<file path="config.mk">
export PLATFORM = sky130hd
export DESIGN_NAME = abo_ctrl
export DESIGN_NICKNAME = d
export VERILOG_FILES = /design/src/pkg/abo_pkg.sv /design/src/hw/abo_delay.sv /design/src/hw/abo_ctrl.sv
export SDC_FILE = /design/constraint.sdc
export NUM_CORES = 1
export LEC_CHECK = 0
export BUFFER_PORTS_ARGS = -buffer_cell sky130_fd_sc_hd__buf_2
export CAP_MARGIN = 20
export CORE_ASPECT_RATIO = 0.9
export CORE_MARGIN = 10
export CORE_UTILIZATION = 28
export DETAILED_ROUTE_END_ITERATION = 8
export MAX_ROUTING_LAYER = met4
export PLACE_DENSITY_LB_ADDON = 0.1
export SETUP_SLACK_MARGIN = 0.4
export SYNTH_ARGS = -nofsm -noshare
export SYNTH_HDL_FRONTEND = slang
export SYNTH_SLANG_ARGS = --single-unit
</file>
<file path="constraint.sdc">
create_clock -name sys_clk -period 5.4 [get_ports sys_clk]
set_clock_uncertainty 0.05 [all_clocks]
set_input_delay 1.08 -clock sys_clk [delete_from_list [all_inputs] [get_ports sys_clk]]
set_output_delay 1.08 -clock sys_clk [all_outputs]
set_load 0.03 [all_outputs]
</file>
<file path="src/pkg/abo_pkg.sv">
package abo_pkg;

    // ----------------------------------------------------------------
    // Register map, indices: byte address is four times the index.
    // ----------------------------------------------------------------
    localparam int ABO_AW = 12;
    localparam int ABO_DW = 32;
    localparam logic [5:0] IDX_CFG0 = 6'h01;
    localparam logic [5:0] IDX_OVR = 6'h02;
    localparam logic [5:0] IDX_DCA = 6'h03;
    localparam logic [5:0] IDX_STAT = 6'h04;
    localparam logic [5:0] IDX_DCB = 6'h1A;

    // ----------------------------------------------------------------
    // Field positions and reset values.
    // ----------------------------------------------------------------
    localparam int CFG_W = 6;
    localparam logic [5:0] CFG0_RST = 6'h00;
    localparam int DC_EN_BIT = 0;
    localparam int THR_LSB = 0;
    localparam int THR_W = 4;
    localparam logic [3:0] THR_RST = 4'hF;
    localparam int NLEN_LSB = 8;
    localparam int NLEN_W = 5;
    localparam logic [4:0] N_RST = 5'h0A;
    localparam logic [4:0] N_MIN = 5'h0A;
    localparam logic [4:0] N_MAX = 5'h19;
    localparam int ST_READY_BIT = 0;
    localparam int ST_HIRES_BIT = 1;
    localparam int ST_OVR_LSB = 2;
    localparam int ST_STATE_LSB = 4;

    // ----------------------------------------------------------------
    // Data path and sequencer constants.
    // ----------------------------------------------------------------
    localparam int SMP_W = 12;
    localparam int NCH = 2;
    localparam int OVR_LAT = 12;
    localparam int FS_SHIFT = 7;
    localparam int DC_SHIFT = 6;
    localparam logic [11:0] LR9_MASK = 12'hFF8;
    localparam logic [11:0] LR11_MASK = 12'hFFE;
    localparam logic [1:0] DECIM_PH0 = 2'h0;
    localparam int CNT_W = 28;
    localparam logic [4:0] FIRST_EXP = 5'h0D;
    localparam logic [4:0] LOW_EXP_ADD = 5'h03;

    typedef enum logic [2:0] {
        ABO_IDLE = 3'b000,
        ABO_LOW = 3'b001,
        ABO_READY = 3'b011,
        ABO_ARMED = 3'b010,
        ABO_HIGH = 3'b110
    } abo_state_t;

    typedef struct packed {
        logic [1:0] hp;
        logic decim;
        logic auto_trig;
        logic burst_en;
        logic ilv_en;
    } abo_cfg_t;

endpackage : abo_pkg

</file>
<file path="src/hw/abo_delay.sv">
`timescale 1ns/1ps

module abo_delay
    import abo_pkg::*;
#(
    parameter int W = NCH,
    parameter int D = OVR_LAT - 1
) (
    // Clock, reset and clock enable.
    input wire logic sys_clk,
    input wire logic resetn,
    input wire logic ce,
    // Data.
    input wire logic [W-1:0] din,
    output logic [W-1:0] dout
);

    logic [W-1:0] stage [D];

    // ----------------------------------------------------------------
    // Shift line, read data leave the last register.
    // ----------------------------------------------------------------
    genvar i;
    for (i = 0; i < D; i++) begin : g_stage
        always_ff @(posedge sys_clk or negedge resetn) begin
            if (!resetn) begin
                stage[i] <= '0;
            end else if (ce) begin
                stage[i] <= (i == 0) ? din : stage[(i == 0) ? 0 : i - 1];
            end
        end
    end

    assign dout = stage[D-1];

endmodule : abo_delay

</file>
<file path="src/hw/abo_ctrl.sv">
// The address map and the APB slave port are this design's own decisions.
`timescale 1ns/1ps

// Notes on behaviour
// - Over-range flag appears twelve cycles after sample.
// - Trip level is full scale times threshold/16.
// - Threshold resets to fifteen.
// - Interleave auto-correction bit, off after reset.
// - DC correction enabled per channel separately.
// - Per-channel filter selectable low-pass or high-pass.
// - Burst alternates 2^N full and 2^(N+3) reduced samples.
// - Manual trigger mode or automatic mode.
// - First block is 2^13 low samples, trigger ignored.
// - New N applies from next low block.
// - N resets to 10, range 10 to 25.
// - Manual mode raises ready after low block.
// - Trigger sampled each clock, rising edge requests.
// - Full resolution starts 1-2 output clocks later.
// - After high block reread N, start low block.
// - Ready rises again after last low sample.
// - Triggers during lockout are discarded.
// - Auto mode: 2^13 low, then high without trigger.
// - Auto mode ignores trigger, ready pulses once.
// - After high block, low output and lockout.
// - Full-rate low option keeps nine MSBs.
// - Decimated option keeps eleven MSBs, repeats four.
module abo_ctrl
    import abo_pkg::*;
(
    // Clock, reset and clock enable.
    input wire logic sys_clk,
    input wire logic resetn,
    input wire logic ce,
    // APB slave.
    input wire logic [ABO_AW-1:0] paddr,
    input wire logic psel,
    input wire logic penable,
    input wire logic pwrite,
    input wire logic [ABO_DW-1:0] pwdata,
    output logic [ABO_DW-1:0] prdata,
    output logic pready,
    output logic pslverr,
    // Converter samples.
    input wire logic [SMP_W-1:0] chan_a_sample,
    input wire logic [SMP_W-1:0] chan_b_sample,
    // Link pins.
    input wire logic burst_trigger_pair,
    input wire logic output_data_clock,
    // Output data and flags.
    output logic [SMP_W-1:0] chan_a_data_out,
    output logic [SMP_W-1:0] chan_b_data_out,
    output logic [NCH-1:0] over_range_flag,
    output logic trigger_ready_flag,
    output logic high_res_flag
);

    localparam int MAX_ARM = 24;

    abo_cfg_t cfg;
    logic [THR_W-1:0] thresh;
    logic [NLEN_W-1:0] n_reg;
    logic [NCH-1:0] dc_en;
    abo_state_t state;
    abo_state_t next_state;
    logic [CNT_W-1:0] cnt;
    logic [NLEN_W-1:0] lo_exp;
    logic [NLEN_W-1:0] n_cur;
    logic [CNT_W-1:0] lo_last;
    logic [CNT_W-1:0] hi_last;
    logic trig_meta, trig_sync, trig_prev;
    logic oclk_meta, oclk_sync, oclk_prev;
    logic trig_edge, oclk_rise;
    logic [1:0] phase;
    logic in_low;
    logic [NCH-1:0] trip;
    logic [NCH-1:0] trip_dly;
    logic [SMP_W-1:0] smp [NCH];
    logic [SMP_W-1:0] dout [NCH];
    logic [5:0] idx;
    logic mapped, setup, wr_en;
    logic [NLEN_W-1:0] n_wr;
    logic [ABO_DW-1:0] rd_word;

    // ----------------------------------------------------------------
    // APB slave.
    // ----------------------------------------------------------------
    assign idx = paddr[7:2];
    assign setup = psel && !penable;
    assign wr_en = psel && penable && pready && pwrite && mapped;
    assign mapped = (paddr[11:8] == 4'h0) && (paddr[1:0] == 2'h0)
        && (idx == IDX_CFG0 || idx == IDX_OVR || idx == IDX_DCA
        || idx == IDX_STAT || idx == IDX_DCB);
    assign n_wr = pwdata[NLEN_LSB +: NLEN_W];

    always_comb begin
        rd_word = '0;
        unique case (idx)
            IDX_CFG0: rd_word[CFG_W-1:0] = cfg;
            IDX_OVR: begin
                rd_word[THR_LSB +: THR_W] = thresh;
                rd_word[NLEN_LSB +: NLEN_W] = n_reg;
            end
            IDX_DCA: rd_word[DC_EN_BIT] = dc_en[0];
            IDX_DCB: rd_word[DC_EN_BIT] = dc_en[1];
            IDX_STAT: begin
                rd_word[ST_READY_BIT] = trigger_ready_flag;
                rd_word[ST_HIRES_BIT] = high_res_flag;
                rd_word[ST_OVR_LSB +: NCH] = over_range_flag;
                rd_word[ST_STATE_LSB +: 3] = state;
            end
            default: rd_word = '0;
        endcase
    end

    always_ff @(posedge sys_clk or negedge resetn) begin
        if (!resetn) begin
            pready <= 1'b0;
            pslverr <= 1'b0;
            prdata <= '0;
        end else if (ce) begin
            pready <= setup;
            pslverr <= setup && !mapped;
            prdata <= (setup && mapped) ? rd_word : '0;
        end
    end

    always_ff @(posedge sys_clk or negedge resetn) begin
        if (!resetn) begin
            thresh <= THR_RST;
            n_reg <= N_RST;
            cfg <= abo_cfg_t'(CFG0_RST);
            dc_en <= '0;
        end else if (ce && wr_en) begin
            if (idx == IDX_CFG0) begin
                cfg <= abo_cfg_t'(pwdata[CFG_W-1:0]);
            end
            if (idx == IDX_OVR) begin
                thresh <= pwdata[THR_LSB +: THR_W];
                n_reg <= (n_wr < N_MIN) ? N_MIN
                    : ((n_wr > N_MAX) ? N_MAX : n_wr);
            end
            if (idx == IDX_DCA) begin
                dc_en[0] <= pwdata[DC_EN_BIT];
            end
            if (idx == IDX_DCB) begin
                dc_en[1] <= pwdata[DC_EN_BIT];
            end
        end
    end

    // ----------------------------------------------------------------
    // Pin synchronisers and edge detection.
    // ----------------------------------------------------------------
    always_ff @(posedge sys_clk or negedge resetn) begin
        if (!resetn) begin
            trig_meta <= 1'b0;
            trig_sync <= 1'b0;
            trig_prev <= 1'b0;
            oclk_meta <= 1'b0;
            oclk_sync <= 1'b0;
            oclk_prev <= 1'b0;
        end else if (ce) begin
            trig_meta <= burst_trigger_pair;
            trig_sync <= trig_meta;
            trig_prev <= trig_sync;
            oclk_meta <= output_data_clock;
            oclk_sync <= oclk_meta;
            oclk_prev <= oclk_sync;
        end
    end

    assign trig_edge = trig_sync && !trig_prev;
    assign oclk_rise = oclk_sync && !oclk_prev;

    // ----------------------------------------------------------------
    // Burst sequencer.
    // ----------------------------------------------------------------
    // wide sample counter
    assign lo_last = (CNT_W'(1) << lo_exp) - CNT_W'(1);
    assign hi_last = (CNT_W'(1) << n_cur) - CNT_W'(1);
    assign in_low = (next_state == ABO_LOW) || (next_state == ABO_READY)
        || (next_state == ABO_ARMED);

    always_comb begin
        next_state = state;
        unique case (state)
            ABO_IDLE: begin
                if (cfg.burst_en) begin
                    next_state = ABO_LOW;
                end
            end
            ABO_LOW: begin
                if (cnt == lo_last) begin
                    next_state = cfg.auto_trig ? ABO_HIGH : ABO_READY;
                end
            end
            ABO_READY: begin
                if (cfg.auto_trig) begin
                    next_state = ABO_HIGH;
                end else if (trig_edge) begin
                    next_state = ABO_ARMED;
                end
            end
            ABO_ARMED: begin
                if (oclk_rise) begin
                    next_state = ABO_HIGH;
                end
            end
            ABO_HIGH: begin
                if (cnt == hi_last) begin
                    next_state = ABO_LOW;
                end
            end
            default: next_state = ABO_IDLE;
        endcase
        if (!cfg.burst_en) begin
            next_state = ABO_IDLE;
        end
    end

    always_ff @(posedge sys_clk or negedge resetn) begin
        if (!resetn) begin
            state <= ABO_IDLE;
        end else if (ce) begin
            state <= next_state;
        end
    end

    always_ff @(posedge sys_clk or negedge resetn) begin
        if (!resetn) begin
            cnt <= '0;
            lo_exp <= FIRST_EXP;
            n_cur <= N_RST;
        end else if (ce) begin
            if (state != next_state) begin
                cnt <= '0;
            end else if (state == ABO_LOW || state == ABO_HIGH) begin
                cnt <= cnt + CNT_W'(1);
            end
            if (state == ABO_IDLE && next_state == ABO_LOW) begin
                lo_exp <= FIRST_EXP;
                n_cur <= n_reg;
            end else if (state == ABO_HIGH && next_state == ABO_LOW) begin
                lo_exp <= n_reg + LOW_EXP_ADD;
                n_cur <= n_reg;
            end
        end
    end

    always_ff @(posedge sys_clk or negedge resetn) begin
        if (!resetn) begin
            trigger_ready_flag <= 1'b0;
            high_res_flag <= 1'b0;
        end else if (ce) begin
            high_res_flag <= (next_state == ABO_HIGH);
            if (cfg.auto_trig) begin
                trigger_ready_flag <= (next_state == ABO_HIGH)
                    && (state != ABO_HIGH);
            end else begin
                trigger_ready_flag <= (next_state == ABO_READY);
            end
        end
    end

    // ----------------------------------------------------------------
    // Per-channel data path and over-range detect.
    // ----------------------------------------------------------------
    assign smp[0] = chan_a_sample;
    assign smp[1] = chan_b_sample;

    always_ff @(posedge sys_clk or negedge resetn) begin
        if (!resetn) begin
            phase <= DECIM_PH0;
        end else if (ce) begin
            phase <= phase + 2'h1;
        end
    end

    genvar ch;
    for (ch = 0; ch < NCH; ch++) begin : g_chan
        logic [SMP_W-1:0] prev;
        logic [SMP_W-1:0] est;
        logic [SMP_W-1:0] hold;
        logic [SMP_W:0] sum;
        logic [SMP_W-1:0] filt;
        logic [SMP_W-1:0] corr;
        logic [SMP_W-1:0] diff;
        logic [SMP_W-1:0] mag;

        assign mag = smp[ch][SMP_W-1] ? SMP_W'(-smp[ch]) : smp[ch];
        assign trip[ch] = mag > SMP_W'({thresh, FS_SHIFT'(0)});

        assign sum = cfg.hp[ch]
            ? ({smp[ch][SMP_W-1], smp[ch]} - {prev[SMP_W-1], prev})
            : ({smp[ch][SMP_W-1], smp[ch]} + {prev[SMP_W-1], prev});
        assign filt = sum[SMP_W:1];
        assign diff = filt - est;
        assign corr = dc_en[ch] ? (filt - est) : filt;

        always_ff @(posedge sys_clk or negedge resetn) begin
            if (!resetn) begin
                prev <= '0;
                est <= '0;
                hold <= '0;
                dout[ch] <= '0;
            end else if (ce) begin
                prev <= smp[ch];
                if (cfg.ilv_en) begin
                    est <= est + SMP_W'($signed(diff) >>> DC_SHIFT);
                end
                if (phase == DECIM_PH0) begin
                    hold <= corr & LR11_MASK;
                end
                if (!in_low) begin
                    dout[ch] <= corr;
                end else if (cfg.decim) begin
                    dout[ch] <= (phase == DECIM_PH0)
                        ? (corr & LR11_MASK) : hold;
                end else begin
                    dout[ch] <= corr & LR9_MASK;
                end
            end
        end
    end

    assign chan_a_data_out = dout[0];
    assign chan_b_data_out = dout[1];

    abo_delay #(.W(NCH), .D(OVR_LAT - 1)) u_ovr_dly (
        .sys_clk(sys_clk),
        .resetn(resetn),
        .ce(ce),
        .din(trip),
        .dout(trip_dly)
    );

    always_ff @(posedge sys_clk or negedge resetn) begin
        if (!resetn) begin
            over_range_flag <= '0;
        end else if (ce) begin
            over_range_flag <= trip_dly;
        end
    end

    // ----------------------------------------------------------------
    // Assertions.
    // ----------------------------------------------------------------
    logic [3:0] ce_run;
    logic [CNT_W:0] hr_len;

    always_ff @(posedge sys_clk or negedge resetn) begin
        if (!resetn) begin
            ce_run <= '0;
            hr_len <= '0;
        end else begin
            ce_run <= !ce ? 4'h0 : ((ce_run == 4'hF) ? ce_run
                : ce_run + 4'h1);
            if (ce) begin
                hr_len <= high_res_flag ? hr_len + (CNT_W+1)'(1) : '0;
            end
        end
    end
endmodule : abo_ctrl

</file>
* Yosys cells after proc, flatten, opt, wreduce, memory -nomap -nowiden
Index checks and enable logic that the tools add are counted.
** Storage, ports and cells
- Word-level logic and storage cells :: 157
- Input port bits :: 76
- Output and inout port bits :: 62
- Register bits :: 222
** Cells by class
- Reduce and logical (&&, ||, !) cells :: 39
- Equality and inequality tests :: 17
- Muxes and demuxes :: 35
- Add/sub/neg operators :: 15
- Shift operators :: 2
- Order comparisons :: 4
** Operator list (count)
- $mux 12 :: 10
- $eq 28x28->1 :: 2
- $mux 28 :: 2
- $shl 1x5->28 const A :: 2
- $sub 28x2->28 const B :: 2
- $mux 13 :: 3
- $mux 5 :: 7
- $add 28x1->28 const B :: 1
- $add 12x12->13 :: 2
- $sub 12x12->13 :: 2
- $add 12x12->12 :: 2
- $gt 12x11->1 :: 2
- $neg 12->12 :: 2
- $sub 12x12->12 :: 2
- $mux 3 :: 7
- $logic_and 1x1->1 :: 15
- $pmux 3 s5 :: 1
- $reduce_and 2->1 :: 7
- $eq 3x2->1 const B :: 4
- $eq 6x2->1 const B :: 2
- $pmux 3 s3 :: 1
- $logic_or 1x1->1 :: 7
- $eq 3x1->1 const B :: 2
- $eq 3x3->1 const B :: 2
- other kinds (17) :: 23

* Logic depth before layout (Yosys ltp)
Gate-level depths: netlist (run 1).
- Word-level depth :: 10
- Depth in mapped cells :: 28
- Gate-level depth less buffers :: 28

* By module
A second synthesis (run 1) with hierarchy kept.
** Unflattened totals
- Cells, all modules :: 1757
- Area, all modules :: 15544.9 µm²
** By module, submodules not included
- abo_ctrl :: instances 1, seq. area each 4518.1 µm², area an instance 14709.1 µm², cells each 1709
- abo_delay :: instances 1, seq. area each 550.5 µm², area an instance 835.8 µm², cells each 48

* Worst setup path before layout (run 1)
Ideal clock, no wire load.
- Kind :: register -> register
- From :: register g_chan[1].prev[0]
- To :: register g_chan[1].est[11]
- Path buffers :: 0
- Slack :: -0.406 ns
- Stages on the path, launching flop included :: 26
- Period minus slack after synthesis :: 5.806 ns
- Data required time :: 5.227 ns
- Arrival time :: 5.633 ns
- Setup time :: 0.123 ns
- Path through :: dfrtp_1 > inv_1 > ha_1 > or3b_2 > nand2b_1 > xor2_1 > ha_1 > and3_1 > a2111oi_0 > o21ai_0 > o2111ai_1 > nand2_1 > xor2_1 > ha_1 > or3_1 > o31ai_1 > xnor2_1 > xor2_1 > ha_1 > a21oi_1 > o21ai_0 > a41oi_1 > a21oi_1 > nor2b_1 > mux2_2 > xor2_1
** Between the ends
- Word-level cells in the longest chain between the ends :: 4
- Elaborated cells on any way between the ends :: 5
- Classes of those cells :: add/sub (4); mux (1)
** RTL lines
- from (decl) :: line abo_ctrl.sv:281 : logic [SMP_W-1:0] prev;
- from (signal assigned) :: line abo_ctrl.sv:307 : prev <= smp[ch];
- $add 12x12->13 or $sub 12x12->13 (tied branches) :: line abo_ctrl.sv:295, abo_ctrl.sv:294
- $mux 13 * :: line abo_ctrl.sv:294 : ? ({smp[ch][SMP_W-1], smp[ch]} - {prev[SMP_W-1], prev})
- $sub 12x12->12 * :: line abo_ctrl.sv:297 : assign diff = filt - est;
- $add 12x12->12 * :: line abo_ctrl.sv:309 : est <= est + SMP_W'($signed(diff) >>> DC_SHIFT);
- to (signal assigned) :: line abo_ctrl.sv:309
- to (decl) :: line abo_ctrl.sv:282 : logic [SMP_W-1:0] est;
Every way passes the cells marked *; elsewhere a longest branch is shown, timed or not.
A chain may end at the register's enable or synchronous reset.

* Worst setup path after layout (run 1)
- From :: register g_chan[1].prev[2]
- To :: register g_chan[1].est[11]
Same word-level chain as after synthesis.

==> results of run 1 <==
power groups by stage:
| stage | sequential [mW] | combinational [mW] | clock, mW |
|---|---|---|---|
| floorplan | 2.01 | 1.68 | 0 |
| global placement | 1.95 | 2.88 | 0 |
| detailed placement | 1.96 | 2.90 | 0 |
| CTS | 1.93 | 3.28 | 2.11 |
| global route | 1.97 | 3.98 | 2.18 |
| finish | 1.94 | 3.64 | 2.04 |
layer usage:
metal | up-vias | track usage [%] | wire (µm)
met1 | 6946 | 22.4 | 25800
li1 | 6934 | - | -
met4 | 0 | 4.13 | 1380
met3 | 74 | 2.92 | 2460
met2 | 283 | 25.8 | 24900
met5 | - | - | 0
layout by cell type, fill, tap and decap left out, drive strengths merged, types with 20 or more instances in the layout:
cell type	netlist	final
nor3	67	67
o21ai	117	117
o21a	21	21
nand2	144	144
buf	42	327
inv	84	88
clkbuf	76	32
nand4	26	26
mux2	81	81
a21oi	106	106
nor2b	29	29
ha	81	81
o211ai	23	23
nand2b	23	23
nand3	37	37
dfrtp	191	191
nor4	25	25
conb	1	20
nor2	100	100
xor2	42	42
mux2i	26	26
xnor2	86	86
path summary, 6_finish.rpt:
check,from,to,slack [ns],cells after the start
worst min register to register,phase[0],phase[0],0.42,1
worst max-delay path,g_chan[1].prev[2],g_chan[1].est[11],-0.13,26
min in group sys_clk,phase[0],phase[0],0.42,1
worst min-delay path,resetn,g_chan[1].prev[0],0.42,1
max in group asynchronous,resetn,thresh[2],3.73,2
worst max register to register,g_chan[1].prev[2],g_chan[1].est[11],-0.13,26
per-stage QoR:
stage	total power, mW	instances
after floorplan	3.70	1779
after global placement	4.84	2640
after detailed placement	4.86	2641
after global routing	8.13	2745
after CTS	7.33	2723
final	7.62	2745
what timing repair did:
action	4_1_cts	5_1_grt
cloned	0	0
gates resized for setup	84	100
pin swaps	67	73
endpoints found under the setup margin	14	36
buffers inserted	32	19
cell type report:
cell class	instances	share of cell area [%]
Timing Repair Buffer	328	11.4
Sequential cell	202	25.1
Clock buffer	31	3.52
Clock inverter	19	1.42
Inverter	86	1.60
Antenna cell	1	0.0124
Tap cell	705	4.37
Multi-Input combinational cell	1373	52.6
logic make-up (layout without fill, tap and decap cells):
kind of cell	Yosys count	in the layout
other cells	1	21
flops	202	202
simple gates	560	560
fa+ha+maj	88	88
xor+xnor	130	130
compound gates	468	468
buf+inv	204	464
mux	107	107
==> results_dict.tcl, run 1 <==
set metrics [dict create \
    hpwl_mm 40.0 \
    finalInstanceArea_mm2 0.0202 \
    fill_cells 5604 \
    overflow 0 \
    numCtsBuffers 27 \
    drtIter0Drc 865 \
    die_w_um 268 \
    required_ns 5.81 \
    synth-compound-area-share_pct 20.3 \
    antenna_found_initial 2 \
    crit_type "reg -> reg" \
    layout-drive-gt1-share_pct 32.1 \
    start_util_pct 28.3 \
    yosysMostFrequentCell "dfrtp_1" \
    synth_top_family_by_area "compound AO/OA/AOI/OAI gates" \
    final_core_util_pct 37.0 \
    fin_crit_ns 5.53 \
    die_area_mm2 0.0650 \
    crit_family "compound AO/OA/AOI/OAI gates" \
    drc 0 \
    async_flop_share_pct 100 \
    crit_path_frequent_cell "xnor2_1" \
    critPathLaunchType "flip-flop" \
    root_buffer "clkbuf_16" \
    power.switching_mw 2.75 \
    syn_area_mm2 0.0155 \
    fp.coreArea_mm2 0.0545 \
    p_leak_nw 8.52 \
    via_per_inst 5.19 \
    synth.top_cell.area_share_pct 30.9 \
    slew_headroom_pct 30.4 \
    netlist_instances 1760 \
    p_int_mw 4.87 \
    muxShareOfSynthArea_pct 7.58 \
    maxCapViolCount 0 \
    final-setup-viol-count 3 \
    rsz0062_at_grt "yes" \
    yosys.area_share.simple_pct 18.7 \
    p_seq_share_pct 25.4 \
    irDropWorstVdd_mv 0.239 \
    clk_path_buf_depth 3 \
    slowest_delay_ns 0.57 \
    sw_frac_of_total_pct 36.0 \
    area_growth_pct 30.5 \
    yosys_warnings 0 \
    ant_nets 0 \
    synth_edf_count 0 \
    final_nets 2181 \
    hp-class "in -> async" \
    grtUsageTotal_pct 16.8 \
    status "complete, but fails checks" \
    fin_ws_ns -0.134 \
    pin_count 138 \
    ys_seq_area_share_pct 32.8 \
    p_per_area_mw_per_mm2 378 \
    gp_congestion 0.902 \
    multi_input_area_mm2 0.0106 \
    yosys-top-cells-count "dfrtp_1, nand2_1, o21ai_0" \
    vias 14200 \
    grt_start_max_net_pins 95 \
    ys_seq_elements 202 \
    post-place-ws_ns -0.404 \
    worstSetupEndpointType "flip-flop" \
    fin_crit_sh_pct 102 \
    critPathBufInv 2 \
    die_h_um 243 \
    clkPwrFrac_pct 26.8 \
    fmax_ghz 0.181 \
    synthAdderAreaFrac_pct 7.40 \
    rows 81 \
    regArea_mm2 0.00507 \
    clock-sinks 202 \
    insertion_delay_ns 0.58 \
    hold_viol_final 0 \
    whs_ns 0.420 \
    fin_setup_tns_ns -0.292 \
    worst_pin_slew_ns 1.04 \
    cp_data_arrival_time_ns 5.95 \
    routed_wirelength_mm 54.5 \
    firstDrtPassIters 5 \
    cp_max_fo 5 \
    port_buffers 96 \
    postCtsHoldBufs 0 \
    pwr-share-comb_pct 47.8 \
    cts-htree-levels 1 \
    dpl-instance-area_mm2 0.0179 \
    slowest_stage "or4_4" \
    slew_violations 0 \
    cts_tree "done" \
    wl_per_cell_um 19.9 \
    syn_area_per_cell_um2 8.78 \
    top_register "cnt" \
    cts.clk_slew.worst_paths_ns 0.06 \
    synth-xor-area-share_pct 7.54 \
    ys_types 91 \
    grt_pass1_wl_mm 84.4 \
    failed_checks "setup timing" \
    yosys.area.top_type "dfrtp_1" \
    grt_pass1_vias 14100 \
    synthFlopType "dfrtp_1" \
    largest_register_ffs 28 \
    ys_top_cells_by_area "dfrtp_1, ha_1, mux2_2" \
]
Note: power is estimated with default switching activity, not from simulation.
==> inputs of run 2 (changes only) <==
SYNTH_HIERARCHICAL = 1   (was not set)
==> run 2 against run 1 <==
Net effect: flip-flop and latch count unchanged; register-to-register slack improved by 0.39 ns; cell count decreased by 1.4%; global-route usage down 0.73 points; non-clock buffer count down 26; wire length decreased by 4.3%; the run now ends clean; fmax is 7.7% higher; synthesized cell count decreased by 0.17%; sequential share of layout area increased by 0.55 points; clock-buffer cell count grew 7.
==> results_dict.tcl, run 2 <==
set metrics [dict create \
    hpwl_mm 38.6 \
    worst_pin_slew_ns 0.960 \
    ys_top_cells_by_area "dfrtp_1, ha_1, mux2_2" \
    fp.coreArea_mm2 0.0546 \
    ys_seq_elements 202 \
    slowest_stage "fa_2" \
    clk_path_buf_depth 3 \
    crit_family "compound AO/OA/AOI/OAI gates" \
    insertion_delay_ns 0.55 \
    cp_data_arrival_time_ns 5.55 \
    required_ns 5.81 \
    slew_headroom_pct 36.0 \
    layout-drive-gt1-share_pct 30.5 \
    drtIter0Drc 817 \
    fmax_ghz 0.195 \
    p_leak_nw 8.36 \
    hp-class "reg -> reg" \
    cts_tree "done" \
    wl_per_cell_um 19.3 \
    die_area_mm2 0.0654 \
    finalPower_mw 7.29 \
    p_per_area_mw_per_mm2 369 \
    antenna_found_initial 0 \
    cp_max_fo 5 \
    root_buffer "clkbuf_16" \
    dpl-instance-area_mm2 0.0178 \
    final_cell_mix "dfrtp_1, buf_4, nand2_1, nor2_1, buf_2" \
    port_buffers 96 \
    top_register "cnt" \
    rows 81 \
    grt_pass1_vias 13700 \
    critPathBufInv 5 \
    gp_congestion 0.841 \
    critPathLaunchType "flip-flop" \
    fin_crit_ns 5.14 \
    irDropWorstVdd_mv 0.219 \
    grt_start_max_net_pins 106 \
    cts.clk_slew.worst_paths_ns 0.06 \
    largest_register_ffs 28 \
    start_util_pct 28.5 \
    postCtsHoldBufs 0 \
    routed_wirelength_mm 52.2 \
    synthFlopType "dfrtp_1" \
    ys_types 96 \
    die_h_um 244 \
    via_per_inst 5.13 \
    die_w_um 268 \
    rsz0062_at_grt "yes" \
    worstSetupEndpointType "flip-flop" \
    syn_area_per_cell_um2 8.85 \
    final_nets 2145 \
    clock-sinks 202 \
    grtUsageTotal_pct 16.0 \
    area_growth_pct 27.0 \
    netlist_instances 1757 \
    pin_count 138 \
    status "completed" \
    maxCapViolCount 0 \
    hold_viol_final 0 \
    grt_pass1_wl_mm 81.5 \
    cts-htree-levels 1 \
    yosysMostFrequentCell "dfrtp_1" \
    finalInstanceArea_mm2 0.0197 \
    slowest_delay_ns 0.43 \
    synth_edf_count 0 \
    fill_cells 5585 \
    ant_nets 0 \
    ys_seq_area_share_pct 32.6 \
    syn_area_mm2 0.0155 \
    overflow 0 \
    numCtsBuffers 27 \
    crit_type "reg -> reg" \
    async_flop_share_pct 100 \
    final-setup-viol-count 0 \
    firstDrtPassIters 5 \
    yosys_warnings 6 \
    fin_crit_sh_pct 95.2 \
    yosys-top-cells-count "dfrtp_1, nand2_1, nor2_1" \
    synth.top_cell.area_share_pct 30.7 \
    slew_violations 0 \
    yosys.area.top_type "dfrtp_1" \
    drc 0 \
    diodes 0 \
    vias 13900 \
]
run 2: cell count changes after synthesis, sizes merged, moves of 13 or more:
| cell | delta |
|---|---|
| or4 | +14 |
| nor2 | +34 |
| nor3 | -13 |
| o211ai | -17 |
| o21ai | -21 |
| buf | +32 |
| clkbuf | -25 |
run 2: worst paths after layout:
kind | slack (ns) | from | cells after the start | end
min reg2reg | 0.42 | phase[0] | 1 | phase[0]
max reg2reg | 0.26 | g_chan[0].prev[1] | 26 | g_chan[0].est[10]
max | 0.26 | g_chan[0].prev[1] | 26 | g_chan[0].est[10]
min in group asynchronous | 0.53 | resetn | 1 | u_ovr_dly/stage[18]
min | 0.42 | phase[0] | 1 | phase[0]
max in group asynchronous | 3.71 | resetn | 2 | n_cur[3]
run 2: worst reg2reg max path, delay by kind of cell, from the launching register on:
kind / cells / cell delay (ns)
AND/OR/NAND/NOR: 4 / 0.47
AO/OA/AOI/OAI: 10 / 1.51
adder cells (fa/ha/maj): 4 / 1.10
XOR/XNOR: 2 / 0.55
flip-flops: 1 / 0.40
buffers and inverters: 5 / 0.65
multiplexers: 1 / 0.30
run 2: logic make-up (layout without fill, tap and decap cells):
kind of cell | after synthesis | in the layout | share of synthesized area [%]
AO/OA/AOI/OAI | 427 | 427 | 18.4
XOR/XNOR | 131 | 131 | 7.65
adder cells (fa/ha/maj) | 88 | 88 | 7.36
buffers and inverters | 200 | 425 | 6.25
flip-flops | 202 | 202 | 32.6
multiplexers | 106 | 106 | 7.44
other | 1 | 20 | 0.0241
AND/OR/NAND/NOR | 602 | 602 | 20.3
run 2: per-layer routing:
layer,vias to the layer above,share of wire (%),GRT usage (%)
met2,243,42,22.8
met3,57,3.6,1.93
li1,6802,-,-
met1,6793,52,23.9
met4,0,1.9,3.12
met5,-,0,-
run 2: what timing repair did:
action	in CTS	in global routing
pin swaps	69	60
endpoints found under the setup margin	11	13
resized for setup	99	70
buffers inserted	26	11
run 2: area by class of cell:
class,count,area [µm²],area share (%)
flip-flops and latches,202,5070,25.7
clock buffers,38,787,3.99
multi-input cells,1374,10500,53.1
clock inverters,10,113,0.570
inverters,75,282,1.43
repair buffers,302,2130,10.8
well taps,705,882,4.47
run 2: power by group:
group          switching (mW)  internal [mW]
Clock                   0.719           1.11
Sequential              0.166           1.76
Combinational            1.71           1.83
run 2: through the flow:
| stage | cells | hold WS [ns] | utilization, % | setup WS [ns] | setup TNS, ns |
|---|---|---|---|---|---|
| final | 2706 | 0.416 | 36.1 | 0.260 | 0 |
| after global routing | 2706 | 0.453 | 36.1 | -0.0435 | -0.131 |
| after CTS | 2695 | 0.419 | 35.4 | 0.207 | 0 |
| after detailed placement | 2621 | 0.409 | 32.5 | -0.332 | -2.15 |
| after global placement | 2621 | 0.406 | 32.5 | -0.298 | -1.84 |
| after floorplan | 1776 | 0.392 | - | 0.359 | 0 |
==> inputs of run 3 (changes only) <==
CORE_UTILIZATION = 39   (was 28)
PLACE_DENSITY_LB_ADDON = not set   (was 0.1)
==> run 3 against run 2 <==
Net effect: worst hold slack worse by 0.094 ns; setup slack got worse by 0.0050 ns; critical endpoint is now g_chan[1].est[11]; clock power fell by 3%; register-to-register slack barely moved.
==> results_dict.tcl, run 3 (synthesis results as in run 2) <==
set metrics [dict create \
    status "completed" \
    cts_tree "done" \
    rows 69 \
    cts-htree-levels 1 \
    fp.coreArea_mm2 0.0395 \
    worstSetupEndpointType "flip-flop" \
    die_h_um 209 \
    clk_path_buf_depth 3 \
    critPathLaunchType "flip-flop" \
    antenna_found_initial 0 \
    numCtsBuffers 25 \
    irDropWorstVdd_mv 0.243 \
    root_buffer "clkbuf_16" \
    area_growth_pct 26.6 \
    port_buffers 96 \
    grt_pass1_vias 13600 \
    hp-class "in -> async" \
    crit_type "reg -> reg" \
    die_area_mm2 0.0483 \
    final_cell_mix "dfrtp_1, buf_4, nand2_1, nor2_1, buf_2" \
    hpwl_mm 33.7 \
    finalInstanceArea_mm2 0.0197 \
    cp_data_arrival_time_ns 5.56 \
    dpl-instance-area_mm2 0.0173 \
    layout_commonest_cell "dfrtp_1" \
    slew_headroom_pct 41.6 \
    layout-drive-gt1-share_pct 31.8 \
    final-setup-viol-count 0 \
    fill_cells 3618 \
    worst_pin_slew_ns 0.877 \
    maxCapViolCount 0 \
    required_ns 5.81 \
    slew_violations 0 \
    drc 0 \
    start_util_pct 39.4 \
    clock-sinks 202 \
    grt_start_max_net_pins 121 \
    drtIter0Drc 1185 \
    rsz0062_at_grt "yes" \
    grt_pass1_wl_mm 74.8 \
    top_register "cnt" \
    firstDrtPassIters 7 \
    vias 14200 \
    hold_viol_final 0 \
    wl_per_cell_um 19.0 \
    fin_crit_sh_pct 95.3 \
    fmax_ghz 0.194 \
    fin_crit_ns 5.14 \
    cts.clk_slew.worst_paths_ns 0.06 \
    final_core_util_pct 49.9 \
    gp_congestion 0.939 \
    finalPower_mw 7.37 \
    insertion_delay_ns 0.55 \
    die_w_um 230 \
    regToRegSetupSlack_ns 0.26 \
    largest_register_ffs 28 \
    ant_nets 0 \
    cp_max_fo 6 \
    whs_ns 0.322 \
    p_per_area_mw_per_mm2 375 \
    diodes 0 \
    routed_wirelength_mm 47.9 \
    via_per_inst 5.61 \
    final_nets 2140 \
    slowest_delay_ns 0.41 \
    overflow 0 \
    p_leak_nw 8.35 \
    slowest_stage "dfrtp_1" \
    grtUsageTotal_pct 19.3 \
    pin_count 138 \
]
run 3: cell count changes in the layout (fill, tap and decap cells not counted), sizes merged:
cell and delta:
buf -4, clkbuf -1
run 3: repair_timing:
item	in CTS	in global routing
gates cloned	0	0
setup endpoints to repair	11	30
pin swaps	71	94
resized for setup	107	100
buffers inserted	35	29
hold buffers	0	0
run 3: through the flow:
step	setup WS [ns]	setup TNS, ns	cells
final	0.255	0	2528
after global routing	-0.0114	-0.0114	2528
after CTS	0.276	0	2498
after detailed placement	-0.349	-1.51	2417
after global placement	-0.230	-0.797	2417
after floorplan	0.359	0	1776
run 3: cell type report:
cell class                      count  area [µm²]  share of cell area [%]
Clock inverter                     10         124                   0.629
Timing Repair Buffer              299        2110                    10.7
Clock buffer                       36         737                    3.74
Tap cell                          532         666                    3.38
Sequential cell                   202        5070                    25.8
Inverter                           75         282                    1.43
Multi-Input combinational cell   1374       10700                    54.3
run 3: where the power goes:
group	switching (mW)	internal (mW)
combinational	1.80	1.89
clock	0.721	1.05
sequential	0.159	1.76
total	2.68	4.69
run 3: final timing paths:
check | endpoint | from | depth (start not counted)
worst max-delay path | g_chan[1].est[11] | g_chan[1].prev[3] | 26
worst min-delay path | cfg[4] | resetn | 1
worst max register to register | g_chan[1].est[11] | g_chan[1].prev[3] | 26
worst min register to register | phase[0] | phase[0] | 1
max in group asynchronous | chan_b_data_out[7] | resetn | 2
min in group sys_clk | phase[0] | phase[0] | 1
run 3: per-layer routing:
metal	vias to the layer above	GRT usage, %	part of all wire [%]
met1	6874	27.1	48
met3	71	2.72	5.5
met5	-	-	0
met4	0	4.92	2.5
li1	6793	-	-
met2	443	28.5	44
run 3: critical path, delay by kind of cell, from the launching register on:
| kind | cells | cell delay (ns) |
|---|---|---|
| compound gates | 7 | 1.01 |
| xor+xnor | 5 | 0.94 |
| fa+ha+maj | 3 | 0.92 |
| buf+inv | 2 | 0.36 |
| flops | 1 | 0.41 |
| mux | 1 | 0.17 |
| simple gates | 8 | 1.20 |
